`config.mk`:
```
export PLATFORM = sky130hd
export DESIGN_NAME = aslc_top
export DESIGN_NICKNAME = d
export VERILOG_FILES = /design/src/hw/aslc_pkg.sv /design/src/hw/aslc_top.sv /design/src/hw/aslc_budget.sv /design/src/hw/aslc_input_mux.sv
export VERILOG_INCLUDE_DIRS = /design/src /design/src/hw
export SDC_FILE = /design/constraint.sdc
export NUM_CORES = 1
export LEC_CHECK = 0
export BUFFER_PORTS_ARGS = -buffer_cell sky130_fd_sc_hd__buf_2
export CELL_PAD_IN_SITES_DETAIL_PLACEMENT = 1
export CELL_PAD_IN_SITES_GLOBAL_PLACEMENT = 2
export CORE_AREA = 2 2 310 312
export CTS_CLUSTER_DIAMETER = 120
export CTS_CLUSTER_SIZE = 25
export DETAILED_ROUTE_END_ITERATION = 8
export DIE_AREA = 0 0 312 314
export PLACE_DENSITY_LB_ADDON = 0.1
export SETUP_SLACK_MARGIN = 0.3
export SYNTH_ARGS = -nofsm -noshare
export SYNTH_HDL_FRONTEND = slang
export SYNTH_SLANG_ARGS = --single-unit
```
`constraint.sdc`:
```
create_clock -name MCLK -period 11.1 [get_ports MCLK]
set_input_delay 2.22 -clock MCLK [delete_from_list [all_inputs] [get_ports MCLK]]
set_output_delay 2.22 -clock MCLK [all_outputs]
set_load 0.01 [all_outputs]
```
`src/hw/aslc_consts.svh`:
```
// constants for the slot input / led control block
// assumes inclusion by the package, design and bench files
`ifndef ASLC_CONSTS_SVH
`define ASLC_CONSTS_SVH

`define ASLC_NUM_SLOTS      12
`define ASLC_NUM_DRIVERS    4
`define ASLC_CODE_W         7
`define ASLC_ADC_BITS       14
`define ASLC_CLK_MHZ        250
// precondition default in ns
`define ASLC_PRE_NS_DEF     8000
`define ASLC_PRE_CYC_DEF    ((`ASLC_PRE_NS_DEF * `ASLC_CLK_MHZ + 999) / 1000)
// total budget: 400 mA over ~1.6 mA per step = 250 code units
`define ASLC_BUDGET_UA      400000
`define ASLC_STEP_UA        1600
`define ASLC_BUDGET_CODES   (`ASLC_BUDGET_UA / `ASLC_STEP_UA)
// route field encodings
`define ASLC_RT_OFF         3'h0
`define ASLC_RT_A_CH1       3'h1
`define ASLC_RT_A_CH2       3'h2
`define ASLC_RT_B_CH1       3'h3
`define ASLC_RT_B_CH2       3'h4
`define ASLC_RT_A1_B2       3'h5
`define ASLC_RT_A2_B1       3'h6

`endif

```
`src/hw/aslc_pkg.sv`:
```
// types for the slot input / led control block
// assumes aslc_consts.svh in the include path
`include "aslc_consts.svh"
package aslc_pkg;

    typedef enum logic [2:0] {
        ASLC_PC_FLOAT = 3'h0,
        ASLC_PC_BIAS1 = 3'h1,
        ASLC_PC_BIAS2 = 3'h2,
        ASLC_PC_ICM   = 3'h3,
        ASLC_PC_REF   = 3'h4,
        ASLC_PC_AMPIN = 3'h5,
        ASLC_PC_SHORT = 3'h6
    } aslc_pin_state_t;

    typedef struct packed {
        logic [2:0]       first_pair_slot_route;
        logic [2:0]       second_pair_slot_route;
        aslc_pin_state_t  slot_precondition_select;
        logic [15:0]      pre_cycles;
        logic             slot_second_channel_on;
        logic [3:0]       side_select;
        logic [27:0]      current_codes;
    } aslc_slot_cfg_t;

    // per input: state drive, channel connection
    typedef struct packed {
        aslc_pin_state_t  state;
        logic             to_ch1;
        logic             to_ch2;
    } aslc_input_ctl_t;

endpackage

```
`src/hw/aslc_top.sv`:
```
// slot sequencer: input routing, second channel gating, led drive
// assumes per-slot configuration presented as plain ports
`include "aslc_consts.svh"
module aslc_top #(
    parameter int NUM_SLOTS = `ASLC_NUM_SLOTS,
    parameter int PULSE_CYC = 64,
    parameter int GAIN_W    = 4
) (
    input  wire logic                          MCLK,
    input  wire logic                          RESET,
    input  wire logic                          START_PERIOD,
    input  wire logic [NUM_SLOTS-1:0]          SLOT_ENABLE,
    input  wire logic                          FIRST_PAIR_DIFFERENTIAL,
    input  wire logic                          SECOND_PAIR_DIFFERENTIAL,
    input  wire aslc_pkg::aslc_pin_state_t     FIRST_PAIR_IDLE_STATE,
    input  wire aslc_pkg::aslc_pin_state_t     SECOND_PAIR_IDLE_STATE,
    input  wire logic [NUM_SLOTS-1:0]          SLOT_NO_CH2_MODE,
    input  wire aslc_pkg::aslc_slot_cfg_t      SLOT_CFG [NUM_SLOTS],
    input  wire logic [GAIN_W-1:0]             CH1_GAIN,
    input  wire logic [GAIN_W-1:0]             CH2_GAIN,
    input  wire logic                          ADC_DONE,
    output aslc_pkg::aslc_input_ctl_t          IN_CTL [4],
    output logic [GAIN_W-1:0]                  CH1_GAIN_APPLIED,
    output logic [GAIN_W-1:0]                  CH2_GAIN_APPLIED,
    output logic                               CH2_POWER_ON,
    output logic                               ADC_START,
    output logic                               ADC_SEL_CH2,
    output logic                               DATA_WRITE,
    output logic                               DATA_IS_CH2,
    output logic [3:0]                         SLOT_ID,
    output logic                               BUSY,
    output logic [4*`ASLC_CODE_W-1:0]          DRIVER_CODES
);
    typedef enum logic [4:0] {
        ASLC_IDLE  = 5'h01,
        ASLC_PRE   = 5'h02,
        ASLC_PULSE = 5'h04,
        ASLC_CONV  = 5'h08,
        ASLC_NEXT  = 5'h10
    } aslc_state_t;

    localparam int CW = `ASLC_CODE_W;
    aslc_state_t state_reg, state_next;
    logic [3:0]  slot_reg;
    logic [15:0] cnt_reg;
    logic        conv2_reg;
    logic [4*CW-1:0] codes_reg;
    logic        ch2_slot_reg;

    aslc_pkg::aslc_slot_cfg_t cur;
    assign cur = SLOT_CFG[slot_reg];

    // zero pre width falls back to the default period
    wire [15:0] pre_len = (cur.pre_cycles == 16'h0000) ?
                          16'(`ASLC_PRE_CYC_DEF) : cur.pre_cycles;
    wire ch2_allowed = cur.slot_second_channel_on && !SLOT_NO_CH2_MODE[slot_reg];
    wire [3:0] side_on;
    genvar d;
    generate
        for (d = 0; d < 4; d++)
        begin : g_side
            // zero code means driver off
            assign side_on[d] = cur.side_select[d] &&
                                (cur.current_codes[d*CW +: CW] != '0);
        end
    endgenerate
    wire [4*CW-1:0] granted;
    aslc_budget #(.CODE_W(CW)) u_budget (
        .req_codes   (cur.current_codes),
        .side_on     (side_on),
        .grant_codes (granted)
    );

    wire last_slot = (slot_reg == 4'(NUM_SLOTS - 1));
    wire [3:0] slot_inc = slot_reg + 4'h1;
    wire pre_done = (cnt_reg + 16'h0001 >= pre_len);
    wire pulse_done = (cnt_reg + 16'h0001 >= 16'(PULSE_CYC));

    always_comb
    begin
        state_next = state_reg;
        case (state_reg)
            ASLC_IDLE:  if (START_PERIOD) state_next = ASLC_NEXT;
            ASLC_NEXT:  if (SLOT_ENABLE[slot_reg]) state_next = ASLC_PRE;
                        else if (last_slot) state_next = ASLC_IDLE;
            ASLC_PRE:   if (pre_done) state_next = ASLC_PULSE;
            ASLC_PULSE: if (pulse_done) state_next = ASLC_CONV;
            ASLC_CONV:  if (ADC_DONE && (conv2_reg || !ch2_slot_reg))
                        state_next = last_slot ? ASLC_IDLE : ASLC_NEXT;
            default:    state_next = ASLC_IDLE;
        endcase
    end

    always_ff @(posedge MCLK)
    begin
        if (RESET)
        begin
            state_reg    <= ASLC_IDLE;
            slot_reg     <= 4'h0;
            cnt_reg      <= 16'h0000;
            conv2_reg    <= 1'b0;
            codes_reg    <= '0;
            ch2_slot_reg <= 1'b0;
        end
        else
        begin
            state_reg <= state_next;
            cnt_reg   <= (state_next != state_reg) ? 16'h0000 : cnt_reg + 16'h0001;
            if (state_reg == ASLC_IDLE)
                slot_reg <= 4'h0;
            else if ((state_reg == ASLC_NEXT && !SLOT_ENABLE[slot_reg]) ||
                     (state_reg == ASLC_CONV && state_next == ASLC_NEXT))
                slot_reg <= slot_inc;
            if (state_next == ASLC_PRE && state_reg != ASLC_PRE)
            begin
                codes_reg    <= granted;
                ch2_slot_reg <= ch2_allowed;
            end
            else if (state_next == ASLC_IDLE || state_next == ASLC_NEXT)
            begin
                codes_reg    <= '0;
                ch2_slot_reg <= 1'b0;
            end
            if (state_reg != ASLC_CONV)
                conv2_reg <= 1'b0;
            else if (ADC_DONE)
                conv2_reg <= 1'b1;
        end
    end

    wire in_pre   = (state_reg == ASLC_PRE);
    wire in_pulse = (state_reg == ASLC_PULSE);
    aslc_input_mux u_pair1 (
        .differential (FIRST_PAIR_DIFFERENTIAL),
        .route        (cur.first_pair_slot_route),
        .idle_state   (FIRST_PAIR_IDLE_STATE),
        .pre_state    (cur.slot_precondition_select),
        .in_pre       (in_pre && state_reg != ASLC_IDLE),
        .in_pulse     (in_pulse),
        .ch2_on       (ch2_slot_reg),
        .ctl_a        (IN_CTL[0]),
        .ctl_b        (IN_CTL[1])
    );
    aslc_input_mux u_pair2 (
        .differential (SECOND_PAIR_DIFFERENTIAL),
        .route        (cur.second_pair_slot_route),
        .idle_state   (SECOND_PAIR_IDLE_STATE),
        .pre_state    (cur.slot_precondition_select),
        .in_pre       (in_pre),
        .in_pulse     (in_pulse),
        .ch2_on       (ch2_slot_reg),
        .ctl_a        (IN_CTL[2]),
        .ctl_b        (IN_CTL[3])
    );

    // one converter, channel one first then channel two
    assign ADC_START   = (state_reg == ASLC_CONV) && !(ADC_DONE && conv2_reg);
    assign ADC_SEL_CH2 = (state_reg == ASLC_CONV) && conv2_reg;
    assign DATA_WRITE  = (state_reg == ASLC_CONV) && ADC_DONE;
    assign DATA_IS_CH2 = conv2_reg;
    assign CH2_POWER_ON = ch2_slot_reg;
    assign CH1_GAIN_APPLIED = CH1_GAIN;
    assign CH2_GAIN_APPLIED = ch2_slot_reg ? CH2_GAIN : '0;
    assign SLOT_ID  = slot_reg;
    assign BUSY     = (state_reg != ASLC_IDLE);
    // drivers sink only during the pulse region
    assign DRIVER_CODES = in_pulse ? codes_reg : '0;

    property p_ch2_off_no_conv;
        @(posedge MCLK) disable iff (RESET)
        !ch2_slot_reg |-> !ADC_SEL_CH2;
    endproperty
    a_ch2_off_no_conv: assert property (p_ch2_off_no_conv) else $error("ch2 converted while off");

    property p_budget;
        @(posedge MCLK) disable iff (RESET)
        in_pulse |-> (10'(DRIVER_CODES[0 +: CW]) + 10'(DRIVER_CODES[CW +: CW]) +
                      10'(DRIVER_CODES[2*CW +: CW]) + 10'(DRIVER_CODES[3*CW +: CW]))
                     <= 10'(`ASLC_BUDGET_CODES);
    endproperty
    a_budget: assert property (p_budget) else $error("driver total over budget");

    property p_pre_then_pulse;
        @(posedge MCLK) disable iff (RESET)
        $rose(in_pre) && (pre_len > 16'h0001) |-> in_pre [*2];
    endproperty
    a_pre_then_pulse: assert property (p_pre_then_pulse) else $error("precondition too short");

    property p_no_drive_outside_pulse;
        @(posedge MCLK) disable iff (RESET)
        !in_pulse |-> (DRIVER_CODES == '0);
    endproperty
    a_no_drive_outside_pulse: assert property (p_no_drive_outside_pulse) else $error("led on outside pulse");

    property p_ch2_after_ch1;
        @(posedge MCLK) disable iff (RESET)
        (DATA_WRITE && DATA_IS_CH2) |-> $past(conv2_reg) || $past(DATA_WRITE);
    endproperty
    a_ch2_after_ch1: assert property (p_ch2_after_ch1) else $error("ch2 data before ch1");

    property p_sampling_float;
        @(posedge MCLK) disable iff (RESET)
        (IN_CTL[0].to_ch1 || IN_CTL[0].to_ch2) |-> IN_CTL[0].state == aslc_pkg::ASLC_PC_FLOAT;
    endproperty
    a_sampling_float: assert property (p_sampling_float) else $error("bias closed while sampling");

    property p_idle_inputs;
        @(posedge MCLK) disable iff (RESET)
        !BUSY |-> (IN_CTL[2].state == SECOND_PAIR_IDLE_STATE);
    endproperty
    a_idle_inputs: assert property (p_idle_inputs) else $error("idle input not in idle state");

    property p_slot_range;
        @(posedge MCLK) disable iff (RESET)
        BUSY |-> slot_reg < 4'(NUM_SLOTS);
    endproperty
    a_slot_range: assert property (p_slot_range) else $error("slot index out of range");

    property p_ch2_off_idle;
        @(posedge MCLK) disable iff (RESET)
        !BUSY |-> !CH2_POWER_ON;
    endproperty
    a_ch2_off_idle: assert property (p_ch2_off_idle) else $error("ch2 powered while idle");

    property p_no_ch2_mode;
        @(posedge MCLK) disable iff (RESET)
        (in_pre || in_pulse) && SLOT_NO_CH2_MODE[slot_reg] |-> !CH2_POWER_ON;
    endproperty
    a_no_ch2_mode: assert property (p_no_ch2_mode) else $error("ch2 on in single-channel mode");

    property p_ch2_slot_gate;
        @(posedge MCLK) disable iff (RESET)
        (in_pre || in_pulse) && !cur.slot_second_channel_on |-> !CH2_POWER_ON;
    endproperty
    a_ch2_slot_gate: assert property (p_ch2_slot_gate) else $error("ch2 on in slot without it");

    property p_first_driver_full;
        @(posedge MCLK) disable iff (RESET)
        in_pulse && cur.side_select[0] |-> DRIVER_CODES[0 +: CW] == cur.current_codes[0 +: CW];
    endproperty
    a_first_driver_full: assert property (p_first_driver_full) else $error("first driver cut");

    property p_code_zero_off;
        @(posedge MCLK) disable iff (RESET)
        in_pulse && (cur.current_codes[CW +: CW] == '0) |-> DRIVER_CODES[CW +: CW] == '0;
    endproperty
    a_code_zero_off: assert property (p_code_zero_off) else $error("zero code driver on");

    property p_side_off_dark;
        @(posedge MCLK) disable iff (RESET)
        in_pulse && !cur.side_select[3] |-> DRIVER_CODES[3*CW +: CW] == '0;
    endproperty
    a_side_off_dark: assert property (p_side_off_dark) else $error("unselected driver on");

    property p_adc_in_conv;
        @(posedge MCLK) disable iff (RESET)
        ADC_START |-> (state_reg == ASLC_CONV);
    endproperty
    a_adc_in_conv: assert property (p_adc_in_conv) else $error("conversion outside convert");

    property p_ch2_write_powered;
        @(posedge MCLK) disable iff (RESET)
        (DATA_WRITE && DATA_IS_CH2) |-> CH2_POWER_ON;
    endproperty
    a_ch2_write_powered: assert property (p_ch2_write_powered) else $error("ch2 data while off");

    property p_outside_idle;
        @(posedge MCLK) disable iff (RESET)
        BUSY && !in_pre && !in_pulse |-> (IN_CTL[0].state == FIRST_PAIR_IDLE_STATE) &&
                                        (IN_CTL[1].state == FIRST_PAIR_IDLE_STATE);
    endproperty
    a_outside_idle: assert property (p_outside_idle) else $error("input active outside regions");

    property p_no_sample_in_pre;
        @(posedge MCLK) disable iff (RESET)
        in_pre |-> !(IN_CTL[1].to_ch1 || IN_CTL[1].to_ch2 || IN_CTL[3].to_ch1 || IN_CTL[3].to_ch2);
    endproperty
    a_no_sample_in_pre: assert property (p_no_sample_in_pre) else $error("sampling in precondition");

    property p_slot_step;
        @(posedge MCLK) disable iff (RESET)
        (state_reg == ASLC_CONV) && (state_next == ASLC_NEXT) |=> SLOT_ID == $past(slot_reg) + 4'h1;
    endproperty
    a_slot_step: assert property (p_slot_step) else $error("slot order broken");

    property p_ch2_gain_off;
        @(posedge MCLK) disable iff (RESET)
        !CH2_POWER_ON |-> CH2_GAIN_APPLIED == '0;
    endproperty
    a_ch2_gain_off: assert property (p_ch2_gain_off) else $error("ch2 gain applied while off");
endmodule // aslc_top

```
`src/hw/aslc_budget.sv`:
```
// priority current budget limiter over four drivers
// assumes codes are sampled once per slot by the caller
`include "aslc_consts.svh"
module aslc_budget #(
    parameter int CODE_W = `ASLC_CODE_W
) (
    input  wire logic [4*CODE_W-1:0] req_codes,
    input  wire logic [3:0]          side_on,
    output logic      [4*CODE_W-1:0] grant_codes
);
    localparam logic [9:0] BUDGET = 10'(`ASLC_BUDGET_CODES);
    logic [9:0] remain [0:4];
    assign remain[0] = BUDGET;
    genvar i;
    generate
        for (i = 0; i < 4; i++)
        begin : g_drv
            wire [9:0] want = side_on[i] ? 10'(req_codes[i*CODE_W +: CODE_W]) : 10'h000;
            wire [9:0] give = (want > remain[i]) ? remain[i] : want;
            assign grant_codes[i*CODE_W +: CODE_W] = CODE_W'(give);
            assign remain[i+1] = remain[i] - give;
        end
    endgenerate
endmodule // aslc_budget

```
`src/hw/aslc_input_mux.sv`:
```
// one pair's input routing and idle/precondition state
// assumes phase flags from the slot sequencer
`include "aslc_consts.svh"
module aslc_input_mux (
    input  wire logic                     differential,
    input  wire logic [2:0]               route,
    input  wire aslc_pkg::aslc_pin_state_t idle_state,
    input  wire aslc_pkg::aslc_pin_state_t pre_state,
    input  wire logic                     in_pre,
    input  wire logic                     in_pulse,
    input  wire logic                     ch2_on,
    output aslc_pkg::aslc_input_ctl_t     ctl_a,
    output aslc_pkg::aslc_input_ctl_t     ctl_b
);
    wire en      = (route != `ASLC_RT_OFF);
    wire active  = en && (in_pre || in_pulse);
    wire a_c1 = (route == `ASLC_RT_A_CH1) || (route == `ASLC_RT_A1_B2);
    wire a_c2 = (route == `ASLC_RT_A_CH2) || (route == `ASLC_RT_A2_B1);
    wire b_c1 = (route == `ASLC_RT_B_CH1) || (route == `ASLC_RT_A2_B1);
    wire b_c2 = (route == `ASLC_RT_B_CH2) || (route == `ASLC_RT_A1_B2);
    // differential pair: both legs follow the routed one
    wire a_used = differential ? (a_c1 | a_c2 | b_c1 | b_c2) : (a_c1 | a_c2);
    wire b_used = differential ? a_used : (b_c1 | b_c2);
    wire d_c1 = a_c1 | b_c1;
    wire d_c2 = a_c2 | b_c2;
    // bias switches open while sampling
    aslc_pkg::aslc_pin_state_t st_a, st_b;
    assign st_a = !(active && a_used) ? idle_state :
                  in_pre ? pre_state : aslc_pkg::ASLC_PC_FLOAT;
    assign st_b = !(active && b_used) ? idle_state :
                  in_pre ? pre_state : aslc_pkg::ASLC_PC_FLOAT;
    wire samp = active && in_pulse;
    assign ctl_a = '{state: st_a,
                     to_ch1: samp && a_used && (differential ? d_c1 : a_c1),
                     to_ch2: samp && a_used && ch2_on && (differential ? d_c2 : a_c2)};
    assign ctl_b = '{state: st_b,
                     to_ch1: samp && b_used && (differential ? d_c1 : b_c1),
                     to_ch2: samp && b_used && ch2_on && (differential ? d_c2 : b_c2)};
endmodule // aslc_input_mux

```
## Word-level counts from Yosys, hierarchy flattened

Cells that the tools add are included.

- $add $sub $neg: 5
- Multipliers: 0
- Divide/modulo/power cells: 0
- Magnitude comparators: 8
- Equal/unequal tests: 25
- Shifts and indexed selects: 0
- Multiplexer cells: 48
- Bitwise gates (word level): 13
- Reduce and logical (&&, ||, !) cells: 66

Operator list:

| operator | number |
|---|---|
| $bmux W58 S4 | 1 |
| $mux W58 | 2 |
| $mux W28 | 3 |
| $logic_and A1 B1 Y1 | 38 |
| $mux W5 | 7 |
| $mux W7 | 5 |
| $mux W10 | 3 |
| $reduce_bool A7 Y1 | 4 |
| $pmux W5 S5 | 1 |
| $gt A10 B10 Y1 | 2 |
| $sub A10 B10 Y10 | 2 |
| $eq A3 B3 Y1 const B | 6 |
| $mux W3 | 6 |
| $add A16 B1 Y16 const B | 1 |
| $ge A16 B16 Y1 | 1 |
| $ge A16 B7 Y1 const B | 1 |
| $logic_not A16 Y1 | 1 |
| $mux W1 | 16 |
| $mux W16 | 1 |
| $logic_or A1 B1 Y1 | 13 |
| $eq A3 B2 Y1 const B | 4 |
| $or A1 B1 Y1 | 12 |
| $eq A5 B1 Y1 const B | 2 |
| $eq A5 B2 Y1 const B | 2 |
| 22 further kinds | 31 |

- Flip-flop bits (word level): 55
- Latch bits: 0
- Memory bits (writable): 0
- Memory bits (read-only): 0
- Input bits: 740
- Output and inout bits: 66
- Logic and storage cells: 171
- Memories kept: 0

## Logic depth before layout (Yosys ltp)

- Depth in word-level cells: 19
- Gate-level depth with buffers: 59
- Gate-level depth less buffers: 55

## Cells and area by module

Synthesis repeated with hierarchy kept, for this count alone.

- Cell total of the unflattened synthesis: 1177
- Area, all modules: 11289.6 µm²

Modules (own cells, without submodules):

| module | instances | cells each | area an instance (µm²) | sequential area each (µm²) |
|---|---|---|---|---|
| aslc_top | 1 | 785 | 8546.9 | 1101.1 |
| aslc_budget | 1 | 326 | 2259.7 | 0.0 |
| aslc_input_mux | 2 | 33 | 241.5 | 0.0 |

## Worst setup path before layout

OpenSTA, ideal clock, no wires.

- Kind: input -> register
- From: input port SLOT_CFG[28] (netlist name)
- To: register codes_reg[26]
- Library setup time: 0.122 ns
- Data arrival time: 11.666 ns
- Slack: -0.688 ns
- Stages on the path: 51
- Path buffers: 0
- Path through: mux4_2 > a22oi_2 > nand2_1 > nand2_1 > inv_1 > ha_1 > ha_1 > nor2b_1 > o21ai_0 > nand2b_1 > a21oi_1 > maj3_1 > o21ai_0 > nand3_1 > mux2i_1 > ha_1 > fa_1 > nor2b_1 > [... 15 more ...] > mux2i_1 > inv_1 > ha_1 > nor2b_1 > o21ai_0 > nand2b_1 > a21o_1 > and2_1 > mux2_2 > a211oi_1 > nand4_1 > ha_1 > and4_1 > a41oi_1 > nor3b_1 > nand3_2 > a21o_1 > a221o_1

- Longest elaborated chain between the ends: 17

Ends and longest elaborated chain:

| what | RTL line | RTL |
|---|---|---|
| start: declaration | aslc_top.sv:18 | `input wire aslc_pkg::aslc_slot_cfg_t SLOT_CFG [NUM_SLOTS],` |
| $bmux W58 S4 (*) | aslc_top.sv:51 | `assign cur = SLOT_CFG[slot_reg];` |
| $mux W58 (not written as such) (*) (2 in series) | aslc_top.sv:51 |  |
| $logic_and A1 B1 Y1 (*) | aslc_top.sv:63 | `assign side_on[d] = cur.side_select[d] &&` |
| $mux W7 (*) | aslc_budget.sv:18 | `wire [9:0] want = side_on[i] ? 10'(req_codes[i*CODE_W +: CODE_W]) : 10'h000;` |
| $gt A10 B8 Y1 | aslc_budget.sv:19 | `wire [9:0] give = (want > remain[i]) ? remain[i] : want;` |
| $mux W10 (*) | aslc_budget.sv:19 |  |
| $sub A8 B10 Y10 (*) | aslc_budget.sv:21 | `assign remain[i+1] = remain[i] - give;` |
| $gt A10 B10 Y1 | aslc_budget.sv:19 |  |
| $mux W10 | aslc_budget.sv:19 |  |
| $sub A10 B10 Y10 (*) | aslc_budget.sv:21 |  |
| $gt A10 B10 Y1 | aslc_budget.sv:19 |  |
| $mux W10 | aslc_budget.sv:19 |  |
| $sub A10 B10 Y10 (*) | aslc_budget.sv:21 |  |
| $gt A7 B10 Y1 | aslc_budget.sv:19 |  |
| $mux W7 (*) | aslc_budget.sv:19 |  |
| $mux W28 (*) | aslc_top.sv:114 | `if (state_next == ASLC_PRE && state_reg != ASLC_PRE)` |
| end signal: assignment | aslc_top.sv:116 | `codes_reg <= granted;` |
| end: declaration | aslc_top.sv:47 | `logic [4*CW-1:0] codes_reg;` |

Every way passes the cells marked *; elsewhere a longest branch is shown, timed or not. The select of a mux whose other input is x is not followed.
A chain may end at the register's enable or synchronous reset.

## Final worst setup path

- From: input port SLOT_CFG[28] (netlist name)
- To: register codes_reg[24]

Same word-level chain as after synthesis.

==> flow_results.xml <==
<?xml version="1.0" encoding="UTF-8"?>
<metrics>
  <group name="logic_synthesis">
    <metric name="postSynth.asyncResetShare" unit="">0</metric>
    <metric name="yosysUniqueCellTypes" unit="">90</metric>
    <metric name="synth_sequential_area_ratio" unit="">0.0995</metric>
    <metric name="yosys_most_used_dff" unit="">sky130_fd_sc_hd__dfxtp_1</metric>
    <metric name="syn-instance-count" unit="">1180</metric>
    <metric name="ys_seq_elements" unit="">55</metric>
    <metric name="syn_nets" unit="">1983</metric>
    <metric name="mappedNetlistArea" unit="mm^2">0.0111</metric>
    <metric name="synth-edff-count" unit="">0</metric>
    <metric name="avgSynthCellArea" unit="um^2">9.38</metric>
    <metric name="synth.yosys.warnings" unit="">0</metric>
  </group>
  <group name="place">
    <metric name="placement.setup.worst_slack" unit="ns">-0.620</metric>
    <metric name="numPortBuffers" unit="">797</metric>
    <metric name="dp_hpwl" unit="mm">82.5</metric>
    <metric name="place.gp.congestion" unit="">0.842</metric>
    <metric name="placed_area" unit="mm^2">0.0174</metric>
    <metric name="dpl.cell_count" unit="">3296</metric>
  </group>
  <group name="timing">
    <metric name="setup_slack" unit="ns">-0.122</metric>
    <metric name="finalSetupViolations" unit="">7</metric>
    <metric name="timing_worst_slew_pin_value" unit="ns">1.09</metric>
    <metric name="max_freq" unit="MHz">89.1</metric>
    <metric name="post-route-period-util" unit="">1.01</metric>
    <metric name="setup_repair_after_global_routing_missed_its_margin" unit="">true</metric>
    <metric name="max_slew_margin" unit="">0.263</metric>
    <metric name="accumulated_negative_setup_slack" unit="ns">-0.613</metric>
    <metric name="hold_viol" unit="">0</metric>
    <metric name="clock-skew-final" unit="ns">0.0104</metric>
    <metric name="maxSlewViolCount" unit="">0</metric>
    <metric name="hold_slack" unit="ns">0.456</metric>
    <metric name="final_period_demand_of_the_worst_path" unit="ns">11.22</metric>
  </group>
  <group name="global_route">
    <metric name="grt_max_degree" unit="">43</metric>
    <metric name="grt_antenna_before_repair" unit="">80</metric>
    <metric name="globalRoute.totalOverflow" unit="">0</metric>
    <metric name="grt_pass1_wl" unit="mm">125</metric>
    <metric name="global_routing_usage_summed_across_all_routing_layers" unit="">0.183</metric>
    <metric name="grt_pass1_vias" unit="">15600</metric>
  </group>
  <group name="floorplan">
    <metric name="floorplan.die.height" unit="um">314</metric>
    <metric name="fp-row-count" unit="">113</metric>
    <metric name="dieArea" unit="mm^2">0.0980</metric>
    <metric name="placeableCoreArea" unit="mm^2">0.0944</metric>
    <metric name="initial_core_util" unit="">0.117</metric>
    <metric name="io_pins" unit="">806</metric>
    <metric name="fp.dieW" unit="um">312</metric>
  </group>
  <group name="critical_path">
    <metric name="path_max_fanout" unit="">5</metric>
    <metric name="critical_path.startpoint_type" unit="">input port</metric>
    <metric name="timing.reg2reg.worst_path_depth" unit="">52</metric>
    <metric name="timing.critical_path.slowest_cell_delay" unit="ns">0.47</metric>
    <metric name="timing.critical_path.to_type" unit="">flop</metric>
    <metric name="slowest_stage" unit="">sky130_fd_sc_hd__mux4_2</metric>
    <metric name="critPathArrivalTime" unit="ns">11.46</metric>
    <metric name="setup.worst_path.class" unit="">input port to flop</metric>
    <metric name="cell_with_the_most_instances_on_the_worst_path" unit="">sky130_fd_sc_hd__buf_4</metric>
    <metric name="worstPathRequired" unit="ns">11.34</metric>
  </group>
  <group name="clock_network">
    <metric name="clk_root_buffer_cell" unit="">sky130_fd_sc_hd__clkbuf_16</metric>
    <metric name="clk_latency" unit="ns">0.34</metric>
    <metric name="clkSlewWorstSetupHoldPaths" unit="ns">0.09</metric>
    <metric name="cts_buffers" unit="">5</metric>
    <metric name="clock-sinks" unit="">55</metric>
    <metric name="cts-root-to-sink-buffers" unit="">2</metric>
    <metric name="h-tree-depth" unit="">2</metric>
    <metric name="cts_tree" unit="">built</metric>
    <metric name="cts-hold-fix-buffers" unit="">0</metric>
  </group>
  <group name="routing">
    <metric name="initialDrtViolationCount" unit="">547</metric>
    <metric name="drc" unit="">0</metric>
    <metric name="post_dr_vias_cell" unit="">4.15</metric>
    <metric name="post_drt_wl_per_cell" unit="um">27.6</metric>
    <metric name="first_pass_iters" unit="">5</metric>
    <metric name="drt-total-wl" unit="mm">92.9</metric>
    <metric name="drtAntennaViolNets" unit="">0</metric>
    <metric name="routed-via-count" unit="">14000</metric>
  </group>
  <group name="layout">
    <metric name="synthToLayoutAreaGrowth" unit="%">64.8</metric>
    <metric name="post_route_cells_drive_above_1_share" unit="">0.602</metric>
    <metric name="final_cells" unit="">3372</metric>
    <metric name="stdcell_area" unit="mm^2">0.0182</metric>
    <metric name="final_cell_mix" unit="">sky130_fd_sc_hd__buf_2 (793), sky130_fd_sc_hd__buf_4 (189), sky130_fd_sc_hd__mux4_2 (157)</metric>
    <metric name="largest_register_ffs" unit="">28</metric>
    <metric name="num-nets-final" unit="">2897</metric>
    <metric name="postLayoutCoreUtil" unit="">0.193</metric>
    <metric name="layout.cells.most_common" unit="">sky130_fd_sc_hd__buf_2</metric>
  </group>
  <group name="power_and_ir_drop">
    <metric name="powerDensity" unit="mW/mm^2">61.6</metric>
    <metric name="report.power.total" unit="mW">1.12</metric>
    <metric name="static_leakage_power" unit="nW">8.20</metric>
    <metric name="max-vdd-ir-drop" unit="uV">60.2</metric>
  </group>
  <group name="run">
    <metric name="maxCapViolations" unit="">0</metric>
  </group>
  <group name="status">
    <metric name="run_status" unit="">finished with violations</metric>
    <metric name="failed_checks" unit="">negative setup slack</metric>
  </group>
  <group name="min_path">
    <metric name="min_path_cells" unit="">2</metric>
    <metric name="worst_hold_path_type" unit="">flop to flop</metric>
  </group>
</metrics>
[worst paths after layout]
check | start | endpoint | slack (ns)
max | SLOT_CFG[28] | codes_reg[24]$_SDFFE_PP0P_ | -0.12
min | codes_reg[11]$_SDFFE_PP0P_ | codes_reg[11]$_SDFFE_PP0P_ | 0.46
min reg2reg | codes_reg[11]$_SDFFE_PP0P_ | codes_reg[11]$_SDFFE_PP0P_ | 0.46
max reg2reg | SLOT_ID[2]$_SDFFE_PP0P_ | codes_reg[24]$_SDFFE_PP0P_ | 0.93
[report_power, final]
group	switching [mW]	internal, mW	leakage (nW)	total [mW]
registers	0.00342	0.199	0.447	0.202
clock network	0.0983	0.0857	0.0718	0.184
logic	0.332	0.406	7.68	0.738
[metal layers]
| metal | GRT usage | wire length (um) | up-vias |
|---|---|---|---|
| met5 | 0 | 141 | - |
| li1 | - | - | 6412 |
| met1 | 0.214 | 36500 | 6944 |
| met2 | 0.356 | 50200 | 506 |
| met4 | 0.0202 | 1390 | 22 |
| met3 | 0.0324 | 4680 | 126 |
[synth_stat cells (4+ instances only)]
cell | count | area [um^2]
sky130_fd_sc_hd__a211oi_2 | 5 | 62.6
sky130_fd_sc_hd__a22oi_1 | 17 | 128
sky130_fd_sc_hd__o22ai_1 | 6 | 37.5
sky130_fd_sc_hd__nor4_1 | 7 | 43.8
sky130_fd_sc_hd__mux2i_1 | 44 | 440
sky130_fd_sc_hd__nand4_1 | 9 | 56.3
sky130_fd_sc_hd__inv_1 | 45 | 169
sky130_fd_sc_hd__nor3_1 | 14 | 70.1
sky130_fd_sc_hd__xnor2_1 | 22 | 193
sky130_fd_sc_hd__dfxtp_1 | 55 | 1100
sky130_fd_sc_hd__mux2_2 | 22 | 248
sky130_fd_sc_hd__ha_1 | 61 | 763
sky130_fd_sc_hd__o221ai_1 | 6 | 52.6
sky130_fd_sc_hd__a21o_1 | 14 | 105
sky130_fd_sc_hd__buf_4 | 4 | 30.0
sky130_fd_sc_hd__a211oi_1 | 9 | 67.6
sky130_fd_sc_hd__buf_2 | 12 | 60.1
sky130_fd_sc_hd__nor2_1 | 65 | 244
sky130_fd_sc_hd__buf_6 | 5 | 56.3
sky130_fd_sc_hd__and3_1 | 8 | 50.1
sky130_fd_sc_hd__a2111oi_0 | 5 | 43.8
sky130_fd_sc_hd__mux4_2 | 157 | 3540
sky130_fd_sc_hd__nand3_1 | 13 | 65.1
sky130_fd_sc_hd__mux4_1 | 9 | 236
sky130_fd_sc_hd__buf_1 | 19 | 71.3
sky130_fd_sc_hd__nor2b_1 | 20 | 125
sky130_fd_sc_hd__clkbuf_1 | 42 | 158
sky130_fd_sc_hd__xor2_1 | 10 | 87.6
sky130_fd_sc_hd__o21ai_1 | 6 | 30.0
sky130_fd_sc_hd__o211ai_1 | 4 | 30.0
sky130_fd_sc_hd__o21ai_0 | 63 | 315
sky130_fd_sc_hd__a221o_1 | 6 | 60.1
sky130_fd_sc_hd__a22oi_2 | 4 | 50.1
sky130_fd_sc_hd__a21oi_1 | 79 | 395
sky130_fd_sc_hd__nand2b_1 | 18 | 113
sky130_fd_sc_hd__and2_1 | 48 | 300
sky130_fd_sc_hd__a31oi_1 | 12 | 75.1
sky130_fd_sc_hd__nand2_1 | 153 | 574
sky130_fd_sc_hd__o21a_1 | 8 | 60.1
[cell families after synthesis]
family / synth area share
xor+xnor: 0.0268
compound gates: 0.168
fa+ha+maj: 0.0745
flops: 0.0995
simple gates: 0.171
mux: 0.405
buf+inv: 0.0559
[critical path, delay by kind of cell]
| family | cells | cell delay, ns |
|---|---|---|
| AO/OA/AOI/OAI | 16 | 2.43 |
| XOR/XNOR | 2 | 0.40 |
| adder cells (fa/ha/maj) | 5 | 1.28 |
| buffers and inverters | 17 | 1.99 |
| multiplexers | 3 | 1.00 |
| AND/OR/NAND/NOR | 14 | 2.13 |
[area by class of cell]
class / instances / area, um^2
Antenna cell: 12 / 30.0
Clock buffer: 5 / 125
Clock inverter: 3 / 23.8
Fill cell: 11400 / 76200
Inverter: 46 / 175
Multi-Input combinational cell: 994 / 9660
Sequential cell: 55 / 1110
Tap cell: 1265 / 1580
Timing Repair Buffer: 992 / 5530
[timing repair]
| item | in CTS | in global routing |
|---|---|---|
| buffers inserted | 45 | 10 |
| gates cloned | 1 | 0 |
| resized for setup | 29 | 15 |
| setup endpoints to repair | 7 | 7 |
| pin swaps | 24 | 28 |
No activity file was read; power rests on OpenSTA's default activity.
